`src/core/scp_regs.svh`:
```
/*
  Offsets, field positions, reset values and counts of the serial control port.
  Assumes inclusion by bare name from the port module.
*/
`ifndef SCP_REGS_SVH
`define SCP_REGS_SVH

// ==========================================================================
// Register offsets
`define CPC_OFFSET 16'h005E
`define AIC_OFFSET 16'h00FF

// ==========================================================================
// Field positions
`define CPC_CONTRD_BIT 6
`define CPC_FOURWIRE_BIT 5
`define CPC_OPENDRAIN_BIT 4
`define AIC_AUTOINC_BIT 0

// ==========================================================================
// Reset values
`define CPC_RESET 16'h0000
`define AIC_RESET 16'h0001

// ==========================================================================
// Shared pin six and serial word counts
`define PIN6_FN_CS 5'h00
`define PIN6_DIR_CS 1'b1
`define SPI_HDR_LAST 6'd15
`define SPI_WORD_LAST 6'd31
`define SPI_WORD_BITS 6'd32
`define SPI_DATA_START 6'd16
`define I2C_BYTE_BITS 4'd8

`endif

```
`src/core/scp_pkg.sv`:
```
/*
  Types shared by the serial control port modules.
  Assumes scp_regs.svh is on the include path.
*/
package scp_pkg;

  // ========================================================================
  // Latched port configuration
  typedef struct packed {
    logic contrd;
    logic four_wire;
    logic open_drain;
  } port_cfg_t;

  // ========================================================================
  // Serial control word, first bit received at the top
  typedef struct packed {
    logic rw;
    logic [14:0] addr;
    logic [15:0] data;
  } spi_word_t;

  // ========================================================================
  // Pin drive pair
  typedef struct packed {
    logic o;
    logic oe;
  } pin_drive_t;

  // ========================================================================
  // Two-wire engine states
  typedef enum logic [2:0] {
    I_IDLE = 3'b000,
    I_RX = 3'b001,
    I_ACK = 3'b011,
    I_TX = 3'b010,
    I_MACK = 3'b110
  } i2c_state_t;

  // ========================================================================
  // Where the serial readback output sits
  typedef enum logic [1:0] {
    SDO_NONE = 2'h0,
    SDO_PIN2 = 2'h1,
    SDO_PIN3 = 2'h2,
    SDO_PIN5 = 2'h3
  } serial_readback_out_pin_t;

endpackage

```
`src/core/scp_sync.sv`:
```
/*
  Two flip-flop synchroniser, one stage pair per bit.
  Assumes inputs are asynchronous to clk; only the second stage is read.
*/
`timescale 1ns/100ps
module scp_sync #(
  parameter int W = 4
) (
  input wire logic clk,
  input wire logic reset_n,
  input wire logic [W-1:0] async_i,
  output logic [W-1:0] sync_o
);
  // ========================================================================
  // Per-bit stages
  genvar g;
  generate
    for (g = 0; g < W; g++) begin : g_bit
      logic meta_q;
      logic stab_q;
      always_ff @(posedge clk) begin
        if (!reset_n) begin
          meta_q <= 1'b0;
          stab_q <= 1'b0;
        end else begin
          meta_q <= async_i[g];
          stab_q <= meta_q;
        end
      end
      assign sync_o[g] = stab_q;
    end
  endgenerate
endmodule // scp_sync

```
`src/core/scp_regmem.sv`:
```
/*
  Register map storage: one write port, one always-reading port.
  Assumes the read address is stable a cycle before the data is used.
*/
`timescale 1ns/100ps
module scp_regmem #(
  parameter int AW = 8,
  parameter int DW = 16
) (
  input wire logic clk,
  input wire logic reset_n,
  input wire logic we,
  input wire logic [AW-1:0] waddr,
  input wire logic [DW-1:0] wdata,
  input wire logic [AW-1:0] raddr,
  output logic [DW-1:0] rdata_q
);
  // ========================================================================
  // Storage
  logic [DW-1:0] mem [2**AW];

  always_ff @(posedge clk) begin
    if (we) begin
      mem[waddr] <= wdata;
    end
  end

  always_ff @(posedge clk) begin
    if (!reset_n) begin
      rdata_q <= '0;
    end else begin
      rdata_q <= mem[raddr];
    end
  end
endmodule // scp_regmem

```
`src/core/serial_control_port_config.sv`:
```
/*
  Serial control port: two-wire or SPI access to the register map.
  Assumes clk is the system clock; serial pins are asynchronous and are
  sampled, so sclk must stay below a quarter of the clk rate.
*/
// Operation
// [RULE1] Writes stored, every register read back
// [RULE2] Strap low two-wire, high SPI
// [RULE3] Pins used per mode, shared select
// [RULE4] Readback on data pin or serial-out
// [RULE5] Select only with function zero, direction one
// [RULE6] Sixteen-bit two-wire, fifteen-bit SPI addresses
// [RULE7] Host writes parameter words whole, high first
// [RULE8] Host writes parameter sets in order
// [RULE9] Map access synchronised to system clock
// [RULE10] Two-wire address auto-increment, default on
// [RULE11] Bit five picks three or four wire
// [RULE12] Continuous read walks successive addresses
// [RULE13] Three-wire readback CMOS or open drain
// [RULE14] Pin five drives low or releases; in open-drain mode the code drives the readback bit high and low while reading
// [RULE15] Pins two and three always CMOS
// [RULE16] Thirty-two bit word latched at select rise
// [RULE17] Step address after thirty-two clocks
// [RULE18] Four-wire read ignores data-in
// [RULE19] Config changes apply from next transaction
`timescale 1ns/100ps
`include "scp_regs.svh"
module serial_control_port_config #(
  parameter int MEM_AW = 8,
  parameter logic [6:0] DEVICE_ADDR = 7'h1A
) (
  input wire logic clk,
  input wire logic reset_n,
  input wire logic port_protocol_select_pin,
  input wire logic serial_clock_pin,
  input wire logic data_pin_i,
  output logic data_pin_o,
  output logic data_pin_oe,
  input wire logic chip_select_shared_pin,
  input wire logic [4:0] pin_six_function_field,
  input wire logic pin_six_direction_bit,
  input wire scp_pkg::serial_readback_out_pin_t serial_readback_out_pin_select,
  output logic general_pin_two_o,
  output logic general_pin_two_oe,
  output logic general_pin_three_o,
  output logic general_pin_three_oe,
  output logic general_pin_five_o,
  output logic general_pin_five_oe
);
  import scp_pkg::*;

  // ========================================================================
  // Pin sampling
  logic s_proto, s_sclk, s_sda, s_cs;
  logic sclk_prev_q, sda_prev_q, cs_low_prev_q;

  scp_sync #(.W(4)) u_sync ( // [RULE9]
    .clk(clk),
    .reset_n(reset_n),
    .async_i({port_protocol_select_pin, serial_clock_pin, data_pin_i, chip_select_shared_pin}),
    .sync_o({s_proto, s_sclk, s_sda, s_cs})
  );

  wire spi_sel = s_proto; // [RULE2]
  wire cs_ok = (pin_six_function_field == `PIN6_FN_CS) && (pin_six_direction_bit == `PIN6_DIR_CS); // [RULE5]
  wire cs_low = spi_sel & cs_ok & ~s_cs; // [RULE3]
  wire cs_fall = cs_low & ~cs_low_prev_q;
  wire cs_rise = ~cs_low & cs_low_prev_q;
  wire sclk_rise = s_sclk & ~sclk_prev_q;
  wire sclk_fall = ~s_sclk & sclk_prev_q;
  wire i2c_start = ~spi_sel & s_sclk & sclk_prev_q & sda_prev_q & ~s_sda;
  wire i2c_stop = ~spi_sel & s_sclk & sclk_prev_q & ~sda_prev_q & s_sda;

  always_ff @(posedge clk) begin
    if (!reset_n) begin
      sclk_prev_q <= 1'b0;
      sda_prev_q <= 1'b1;
      cs_low_prev_q <= 1'b0;
    end else begin
      sclk_prev_q <= s_sclk;
      sda_prev_q <= s_sda;
      cs_low_prev_q <= cs_low;
    end
  end

  // ========================================================================
  // Configuration registers and map
  logic [15:0] cpc_q, aic_q, addr_q, mem_rdata;
  logic [15:0] wr_addr, wr_data;
  logic wr_en;
  port_cfg_t cfg_now, act_cfg_q;
  wire autoinc = aic_q[`AIC_AUTOINC_BIT];
  assign cfg_now = '{contrd: cpc_q[`CPC_CONTRD_BIT], four_wire: cpc_q[`CPC_FOURWIRE_BIT],
                     open_drain: cpc_q[`CPC_OPENDRAIN_BIT]};
  // Config words live in flops so the port logic can see them without a read
  wire [15:0] read_word = (addr_q == `CPC_OFFSET) ? cpc_q :
                          (addr_q == `AIC_OFFSET) ? aic_q : mem_rdata; // [RULE1]

  always_ff @(posedge clk) begin
    if (!reset_n) begin
      cpc_q <= `CPC_RESET; // [RULE11]
      aic_q <= `AIC_RESET; // [RULE10]
    end else if (wr_en) begin
      if (wr_addr == `CPC_OFFSET) cpc_q <= wr_data; // [RULE1]
      if (wr_addr == `AIC_OFFSET) aic_q <= wr_data;
    end
  end

  scp_regmem #(.AW(MEM_AW), .DW(16)) u_mem (
    .clk(clk),
    .reset_n(reset_n),
    .we(wr_en),
    .waddr(wr_addr[MEM_AW-1:0]),
    .wdata(wr_data),
    .raddr(addr_q[MEM_AW-1:0]),
    .rdata_q(mem_rdata)
  );

  // ========================================================================
  // SPI engine
  logic [31:0] shift_q;
  logic [5:0] bits_q;
  logic reading_q, shift_pend_q;
  logic [1:0] load_pend_q;
  logic [15:0] out_q;
  spi_word_t word;
  assign word = shift_q;

  wire spi_clk_rise = cs_low & sclk_rise;
  wire spi_hdr_done = spi_clk_rise & ~reading_q & (bits_q == `SPI_HDR_LAST) & shift_q[14];
  wire spi_next = spi_clk_rise & reading_q & (bits_q == `SPI_WORD_LAST) & act_cfg_q.contrd; // [RULE17]
  wire spi_wr = cs_rise & ~reading_q & (bits_q == `SPI_WORD_BITS) & ~word.rw; // [RULE16]

  always_ff @(posedge clk) begin
    if (!reset_n) begin
      act_cfg_q <= '0;
    end else if (cs_fall) begin
      act_cfg_q <= cfg_now; // [RULE19]
    end
  end

  always_ff @(posedge clk) begin
    if (!reset_n) begin
      shift_q <= '0;
      bits_q <= '0;
      reading_q <= 1'b0;
    end else if (cs_fall) begin
      bits_q <= '0;
      reading_q <= 1'b0;
    end else if (cs_rise) begin
      reading_q <= 1'b0;
    end else if (spi_clk_rise) begin
      if (!reading_q) begin
        shift_q <= {shift_q[30:0], s_sda}; // [RULE18]
      end
      if (spi_next) begin
        bits_q <= `SPI_DATA_START; // [RULE12]
      end else if (bits_q != `SPI_WORD_BITS) begin
        bits_q <= bits_q + 6'd1;
      end
      if (spi_hdr_done) reading_q <= 1'b1;
    end
  end

  // Two cycles of wait: one for the address flop, one for the map read flop
  always_ff @(posedge clk) begin
    if (!reset_n) begin
      load_pend_q <= '0;
      shift_pend_q <= 1'b0;
      out_q <= '0;
    end else begin
      load_pend_q <= {load_pend_q[0], spi_hdr_done | spi_next};
      if (load_pend_q[1]) begin
        out_q <= read_word; // [RULE17]
        shift_pend_q <= 1'b0;
      end else if (spi_clk_rise && reading_q && !spi_next) begin
        shift_pend_q <= 1'b1;
      end else if (sclk_fall && shift_pend_q) begin
        out_q <= {out_q[14:0], 1'b0};
        shift_pend_q <= 1'b0;
      end
    end
  end

  // ========================================================================
  // Two-wire engine
  i2c_state_t i_state_q;
  logic [3:0] i_bit_q;
  logic [2:0] i_byte_q;
  logic [7:0] i_rx_q, i_hi_q, i_tx_q;
  logic i_rd_q, i_half_q;

  wire i_on = ~spi_sel;
  wire i_rise = i_on & sclk_rise;
  wire i_fall = i_on & sclk_fall;
  wire i_rx_done = i_fall & (i_state_q == I_RX) & (i_bit_q == `I2C_BYTE_BITS);
  wire i_id_match = (i_rx_q[7:1] == DEVICE_ADDR);
  wire i2c_wr = i_rx_done & (i_byte_q == 3'd4);
  wire i_mack_ok = i_rise & (i_state_q == I_MACK) & ~s_sda;
  wire i2c_inc = autoinc & (i2c_wr | (i_mack_ok & i_half_q)); // [RULE10]
  wire [7:0] i_tx_next = i_half_q ? read_word[7:0] : read_word[15:8];

  always_ff @(posedge clk) begin
    if (!reset_n || spi_sel) begin
      i_state_q <= I_IDLE; // [RULE2]
      i_bit_q <= '0;
      i_byte_q <= '0;
      i_rx_q <= '0;
      i_hi_q <= '0;
      i_tx_q <= '0;
      i_rd_q <= 1'b0;
      i_half_q <= 1'b0;
    end else if (i2c_start) begin
      i_state_q <= I_RX;
      i_bit_q <= '0;
      i_byte_q <= '0;
      i_half_q <= 1'b0;
    end else if (i2c_stop) begin
      i_state_q <= I_IDLE;
    end else begin
      case (i_state_q)
        I_RX: begin
          if (i_rise) begin
            i_rx_q <= {i_rx_q[6:0], s_sda};
            i_bit_q <= i_bit_q + 4'd1;
          end else if (i_rx_done) begin
            i_bit_q <= '0;
            i_state_q <= I_ACK;
            i_byte_q <= (i_byte_q == 3'd4) ? 3'd3 : i_byte_q + 3'd1;
            if (i_byte_q == 3'd0) begin
              i_rd_q <= i_rx_q[0];
              if (!i_id_match) i_state_q <= I_IDLE;
            end
            if (i_byte_q == 3'd3) i_hi_q <= i_rx_q;
          end
        end
        I_ACK: begin
          if (i_fall) begin
            i_state_q <= i_rd_q ? I_TX : I_RX;
            i_tx_q <= i_tx_next;
          end
        end
        I_TX: begin
          if (i_rise) begin
            i_bit_q <= i_bit_q + 4'd1;
          end else if (i_fall) begin
            if (i_bit_q == `I2C_BYTE_BITS) begin
              i_state_q <= I_MACK;
              i_bit_q <= '0;
            end else begin
              i_tx_q <= {i_tx_q[6:0], 1'b0};
            end
          end
        end
        I_MACK: begin
          if (i_rise) begin
            if (s_sda) i_state_q <= I_IDLE;
            else i_half_q <= ~i_half_q;
          end else if (i_fall) begin
            i_state_q <= I_TX;
            i_tx_q <= i_tx_next;
          end
        end
        default: i_state_q <= I_IDLE;
      endcase
    end
  end

  // ========================================================================
  // Shared access address and write port
  assign wr_en = spi_wr | i2c_wr;
  assign wr_addr = spi_sel ? {1'b0, word.addr} : addr_q; // [RULE6]
  assign wr_data = spi_sel ? word.data : {i_hi_q, i_rx_q};

  always_ff @(posedge clk) begin
    if (!reset_n) begin
      addr_q <= '0;
    end else if (spi_hdr_done) begin
      addr_q <= {1'b0, shift_q[13:0], s_sda}; // [RULE6]
    end else if (spi_next) begin
      addr_q <= {1'b0, addr_q[14:0] + 15'd1}; // [RULE12]
    end else if (i_rx_done && i_byte_q == 3'd1) begin
      addr_q <= {i_rx_q, addr_q[7:0]};
    end else if (i_rx_done && i_byte_q == 3'd2) begin
      addr_q <= {addr_q[15:8], i_rx_q};
    end else if (i2c_inc) begin
      addr_q <= addr_q + 16'd1;
    end
  end

  // ========================================================================
  // Pin drivers
  wire spi_bit = reading_q & out_q[15];
  wire spi3 = spi_sel & ~act_cfg_q.four_wire;
  wire spi4 = spi_sel & act_cfg_q.four_wire;
  pin_drive_t dpin_d, p2_d, p3_d, p5_d, dpin_q, p2_q, p3_q, p5_q;

  // Open drain on the data pin only ever pulls low, so a one is shown by letting go; pin five drives both levels
  assign dpin_d = (i_state_q == I_ACK) ? '{o: 1'b0, oe: 1'b1} :
                  (i_state_q == I_TX) ? '{o: 1'b0, oe: ~i_tx_q[7]} :
                  (spi3 && reading_q) ? '{o: spi_bit,
                                          oe: ~act_cfg_q.open_drain | ~spi_bit} :
                  '{o: 1'b0, oe: 1'b0}; // [RULE4] [RULE13]
  assign p5_d = !(spi4 && serial_readback_out_pin_select == SDO_PIN5) ? '{o: 1'b0, oe: 1'b0} :
                act_cfg_q.open_drain ? '{o: spi_bit, oe: reading_q} :
                '{o: spi_bit, oe: 1'b1}; // [RULE14]
  assign p2_d = '{o: spi_bit, oe: spi4 && serial_readback_out_pin_select == SDO_PIN2}; // [RULE15]
  assign p3_d = '{o: spi_bit, oe: spi4 && serial_readback_out_pin_select == SDO_PIN3}; // [RULE15]

  always_ff @(posedge clk) begin
    if (!reset_n) begin
      dpin_q <= '0;
      p2_q <= '0;
      p3_q <= '0;
      p5_q <= '0;
    end else begin
      dpin_q <= dpin_d;
      p2_q <= p2_d;
      p3_q <= p3_d;
      p5_q <= p5_d;
    end
  end

  assign data_pin_o = dpin_q.o;
  assign data_pin_oe = dpin_q.oe;
  assign general_pin_two_o = p2_q.o;
  assign general_pin_two_oe = p2_q.oe;
  assign general_pin_three_o = p3_q.o;
  assign general_pin_three_oe = p3_q.oe;
  assign general_pin_five_o = p5_q.o;
  assign general_pin_five_oe = p5_q.oe;
endmodule // serial_control_port_config

```
`config.mk`:
```
export PLATFORM = sky130hd
export DESIGN_NAME = serial_control_port_config
export DESIGN_NICKNAME = d
export VERILOG_FILES = /design/src/core/scp_pkg.sv /design/src/core/scp_sync.sv /design/src/core/scp_regmem.sv /design/src/core/serial_control_port_config.sv
export VERILOG_INCLUDE_DIRS = /design/src /design/src/core
export SDC_FILE = /design/constraint.sdc
export NUM_CORES = 2
export LEC_CHECK = 0
export CORE_AREA = 8 8 778 780
export DETAILED_ROUTE_END_ITERATION = 7
export DIE_AREA = 0 0 786 788
export DONT_BUFFER_PORTS = 1
export PLACE_DENSITY = 0.46
export SYNTH_ARGS = -nofsm -noshare
export SYNTH_HDL_FRONTEND = slang
export SYNTH_SLANG_ARGS = --single-unit
```
`constraint.sdc`:
```
create_clock -name clk -period 4.7 [get_ports clk]
set_input_delay 0.47 -clock clk [delete_from_list [all_inputs] [get_ports clk]]
set_output_delay 0.47 -clock clk [all_outputs]
set_load 0.02 [all_outputs]
```
* Word-level counts from Yosys, hierarchy flattened
Memories as Yosys holds them, arrays and structs flattened. A register that Yosys moved wholly into a read port is not among the register bits. Cells that the tools add are included.
Storage, ports and cells: input bits 14, RAM bits 4096, output and inout bits 8, logic and storage cells 254, register bits 163, memories kept 1
Operators by class: equality and inequality tests 46, muxes and demuxes 51, reduce and logical (&&, ||, !) cells 50, add/subtract/negate cells 5, bitwise operators 60
Memories:
- u_mem.mem | depth 256, bits a word 16, rd ports 1, clocked after memory_dff 1, wr ports 1, RTL line scp_regmem.sv:20 | logic [DW-1:0] mem [2**AW];
Operator list (number):
- $mux 16 | 10
- $mux 8 | 6
- $and 1x1->1 | 34
- $eq 16x7->1 const B | 2
- $eq 16x8->1 const B | 2
- $mux 15 | 2
- $mux 3 | 10
- $ne 4x4->1 const B | 7
- $pmux 8 s3 | 1
- $not 1->1 | 22
- $mux 4 | 5
- $ne 2x2->1 const B | 10
- $add 16x1->16 const B | 1
- $reduce_and 2->1 | 8
- $reduce_and 4->1 | 4
- $reduce_and 8->1 | 2
- $add 15x1->15 const B | 1
- $ne 3x3->1 const B | 5
- $eq 3x2->1 const B | 4
- $mux 6 | 2
- $pmux 3 s4 | 1
- $reduce_and 6->1 | 2
- $logic_and 1x1->1 | 10
- $mux 1 | 10
- 32 further kinds | 51

* Logic depth before layout (Yosys ltp)
word-level depth 13, gate-level depth with buffers 14

* Modules after synthesis
From an unflattened synthesis, not the netlist that was laid out.
Second synthesis, totals: cells, all modules 8276, area, all modules 166589.8 um^2
By module, submodules not included:
- scp_regmem | seq. area each 123318.3 um^2, instances 1, cells each 7303, area each 158673.4 um^2
- serial_control_port_config | seq. area each 3103.0 um^2, instances 1, cells each 953, area each 7676.1 um^2
- scp_sync | seq. area each 160.2 um^2, instances 1, cells each 20, area each 240.2 um^2

* Worst setup path before layout
Ideal clock, no wire load.
path type register to register, start point register u_sync.g_bit[3].stab_q, end point memory u_mem.mem[0][3], data pin, required time 4.140 ns, arrival 3.387 ns, cell stages (with the launch flop) 6, slack 0.753 ns, cell sequence dfxtp_1 > clkbuf_1 > clkbuf_1 > clkbuf_1 > buf_1 > mux2_2
Between the ends: word-level cells in the longest chain between the ends 1
RTL lines:
- from (decl) | RTL line scp_sync.sv:20 | logic stab_q;
- from (signal assigned) | RTL line scp_sync.sv:27 | stab_q <= meta_q;
- $mux 16 | RTL line serial_control_port_config.sv:273 | assign wr_data = spi_sel ? word.data : {i_hi_q, i_rx_q};
- via u_mem.wdata[3] | RTL line scp_regmem.sv:14 | input wire logic [DW-1:0] wdata,
- to (decl) | RTL line scp_regmem.sv:20
The timed path passes the listed nets, and every way through them passes these cells.

==> parameters.txt <==
Parameter                              Value

Run status
  Status ... finished clean

Critical path
  Highest net fanout along the worst path ... 25
  Reg-to-reg startpoint ... addr_q[0]
  Critical R2R Capture ... u_mem.rdata_q[7]
  Largest delay contributor family on the critical path ... compound AO/OA/AOI/OAI gates
  Crit. End Element ... register
  Critical path data required time ... 5.58 ns
  Startpoint type of the worst setup path ... register
  Critical path class ... reg -> reg
  Cells traversed along the worst timing path ... buf_12, buf_12, buf_4, buf_4, mux4_2, a22o_1, o311a_1, o31ai_1, a41oi_1
  R2r worst-path depth ... 9
  Delay of the slowest cell on the worst path ... 0.82 ns
  R2R Setup Slk ... a little over 0.2 ns
  Slowest library cell on the worst path ... sky130_fd_sc_hd__o31ai_1
  Buf/Inv on CP ... 4
  WP data arrival ... between 5 and 6 ns

Timing
  Portion of the clock cycle consumed by the worst path in the final layout ... 95.7%
  RSZ-0062 raised after global routing ... no
  Count of final setup violators ... 0
  Minimum clock period after layout ... ~4.5 ns
  Count of endpoints failing hold in the final timing report ... 0
  Sum Neg Setup Slack ... 0 ns
  Max-slew headroom at the worst pin ... 3.85%
  FMAX ... 222 MHz
  Worst-Margin Slew ... 1.43 ns
  Max-slew violation total from the final report ... 0
  Clock skew ... 0.0868 ns

Clocking
  Clock tree from TritonCTS ... done
  Clock latency on the worst-skew pair ... 1.06 ns
  TritonCTS buffer count ... ~450
  Total number of clock tree sinks ... 4275
  Number of buffers on the longest clock path ... 4
  Clock transition at path regs ... 0.07 ns
  Buffer type at the clock tree root ... sky130_fd_sc_hd__clkbuf_16
  Setup bufs post-CTS ... 0
  H-tree levels ... 5

Place
  Global placer's final weighted congestion ... 0.822
  Dpl hpwl ... 321000 µm
  Count of buffers inserted at the top-level ports ... 0

Global routing
  GRT Total Usage ... 16.4%
  Pin count of the biggest net entering global routing ... around 130
  Vias in the first global route ... 85000
  Initial antenna violation count ... 37
  Remaining Overflow, GRT ... 0
  Global-route wire length before repair ... between 700000 and 800000 µm

Cells and area
  Total Nets Final ... 8390
  Share of cells above drive strength 1 ... 30.2%
  Fin util ... 32.8%
  Synth-to-Final Area Change ... 17.4%

Floorplan
  Site row count ... 283
  Area of the die ... roughly 620000 µm²
  Initial cell density of the core ... between 20% and 30%
  Die width ... 786 µm
  Core footprint ... 592000 µm²
  Die Ht ... 788 µm
  Top-level port count ... 22

Logic synthesis
  Biggest area contributors in the synthesized netlist ... sky130_fd_sc_hd__edfxtp_1, sky130_fd_sc_hd__mux4_2, sky130_fd_sc_hd__dfxtp_1, sky130_fd_sc_hd__mux2i_1, sky130_fd_sc_hd__nor2_1
  Top cell type's share of synthesized area ... 74.4%
  Most frequent cells after synthesis ... sky130_fd_sc_hd__edfxtp_1, sky130_fd_sc_hd__mux4_2, sky130_fd_sc_hd__nor2_1
  Most frequent cell after synthesis ... sky130_fd_sc_hd__edfxtp_1
  Leading area contributor after synthesis ... sky130_fd_sc_hd__edfxtp_1
  EDFF count, synth ... 4096
  Post-synthesis async set-or-reset flop share ... 0%
  Most used flip-flop cell after synthesis ... sky130_fd_sc_hd__edfxtp_1
  Synth warnings ... 0
  Post-Syn Nets ... 7811
  Register bit count reported by yosys ... 4275
  Post-synthesis cell type count ... 81
  Gate count after technology mapping ... 7784
  Avg Cell Area, Syn ... 21.3 µm²
  Share of synthesized area occupied by flip-flops and latches ... 76.5%
  Netlist Area Pre-Place ... roughly 170000 µm²

Routing
  Initial DRC Count ... 9971
  First drt pass iteration count ... 6
  WL per Instance ... 31.6 µm
  Total number of vias ... 83800
  Residual DRC count ... 0
  Remaining antenna violation count ... 0
  Wire length after detailed routing ... roughly 520000 µm
  Via/cell ratio ... 5.05

Hold path
  Cells on Worst Hold Path ... 2
  Hold crit path type ... in -> reg
  Launch point of the worst hold path ... serial_clock_pin
  Hold Path End ... u_sync.g_bit[2].meta_q

Flow run
  Max-cap violation count ... 0

Power and ir drop
  Total power divided by cell area ... 392 nW/µm²
  Cell leakage power ... 64.7 nW
  Maximum ir drop on the vdd rail ... 0.318 mV
## how the worst max path moves through the flow
stage | start | end | slack (ns) | cells after the start
finish | addr_q[0] | u_mem.rdata_q[7] | 0.20 | 9
floorplan | u_sync.g_bit[3].stab_q | u_mem.mem[0][3] | 0.75 | 5
CTS | u_sync.g_bit[3].stab_q | u_mem.mem[88][10] | 0.03 | 11
global placement | addr_q[0] | u_mem.rdata_q[7] | 0.17 | 9
detailed placement | addr_q[0] | u_mem.rdata_q[7] | 0.11 | 9
global route | u_sync.g_bit[3].stab_q | u_mem.mem[183][14] | 0.02 | 10
## metrics by stage
step | hold WS [ns] | cell area [µm²] | power [W] | setup WS (ns) | cells
floorplan | 0.412 | 165000 | 0.0419 | 0.753 | 7784
global placement | 0.427 | 180000 | 0.0420 | 0.167 | 15700
detailed placement | 0.426 | 180000 | 0.0420 | 0.112 | 15700
CTS | 0.00483 | 194000 | 0.0769 | 0.0345 | 16600
global route | 0.0694 | 194000 | 0.0782 | 0.0210 | 16600
finish | 0.106 | 194000 | 0.0762 | 0.201 | 16600
## timing repair
item	in CTS	in global routing
hold buffers	16	0
endpoints found under the hold margin	49	0
gates resized for setup	0	1
setup endpoints to repair	0	65
## cells by family (layout without fill, tap and decap cells)
group | count (synthesis) | after routing | share of synthesized area (%)
buf+inv | 477 | 1436 | 1.33
flops | 4275 | 4275 | 76.5
mux | 1449 | 1449 | 16.9
fa+ha+maj | 13 | 13 | 0.0983
compound gates | 636 | 636 | 2.60
other cells | 0 | 11 | 0
xor+xnor | 16 | 16 | 0.0847
simple gates | 918 | 918 | 2.45
## power breakdown
group	internal [W]	leakage (nW)	switching, W
registers	0.0411	45.5	0.00000708
logic	0.0000264	12.2	0.0000699
clock network	0.0196	7.00	0.0154
total	0.0607	64.7	0.0155
## state kept, by name, indices dropped and copies added (netlist names), 2 cells and up
register	flops
u_mem.mem	4096
shift_q	32
addr_q	16
aic_q	16
cpc_q	16
out_q	16
u_mem.rdata_q	16
i_hi_q	8
i_rx_q	8
i_tx_q	8
bits_q	6
i_bit_q	4
u_sync.g_bit.meta_q	4
u_sync.g_bit.stab_q	4
act_cfg_q	3
i_byte_q	3
i_state_q	3
load_pend_q	2
## layout by cell type (no fill, tap or decap), types with 98 or more instances in the layout
cell                        Yosys  final
sky130_fd_sc_hd__buf_4         42    471
sky130_fd_sc_hd__mux4_2      1069   1069
sky130_fd_sc_hd__nor2_1       398    161
sky130_fd_sc_hd__mux2i_1      308    308
sky130_fd_sc_hd__dfxtp_1      179    171
sky130_fd_sc_hd__nor2_2         0    229
sky130_fd_sc_hd__nand2_1      270    256
sky130_fd_sc_hd__edfxtp_1    4096   4096
sky130_fd_sc_hd__clkinv_2       0     98
sky130_fd_sc_hd__a21oi_1      162    162
sky130_fd_sc_hd__clkbuf_16      0    448
## metal layers
layer | share of wire, % | track usage, % | routed length [µm] | up-vias
met4 | 3.3 | 4.74 | 17100 | 8
met3 | 6.7 | 2.72 | 35200 | 702
li1 | - | - | - | 33800
met5 | 0.039 | 0.200 | 204 | -
met2 | 47 | 26.4 | 248000 | 3240
met1 | 43 | 22.8 | 225000 | 46100
## cell type report
class | count | area [µm²]
fill | 55800 | 398000
sequential | 4275 | 127000
multi-input combinational | 3032 | 37600
clock buffer | 542 | 11600
tap | 7837 | 9810
timing repair buffer | 584 | 5660
clock inverter | 286 | 2820
inverter | 24 | 97.6
antenna | 11 | 27.5
(Power assumes the default switching activity.)
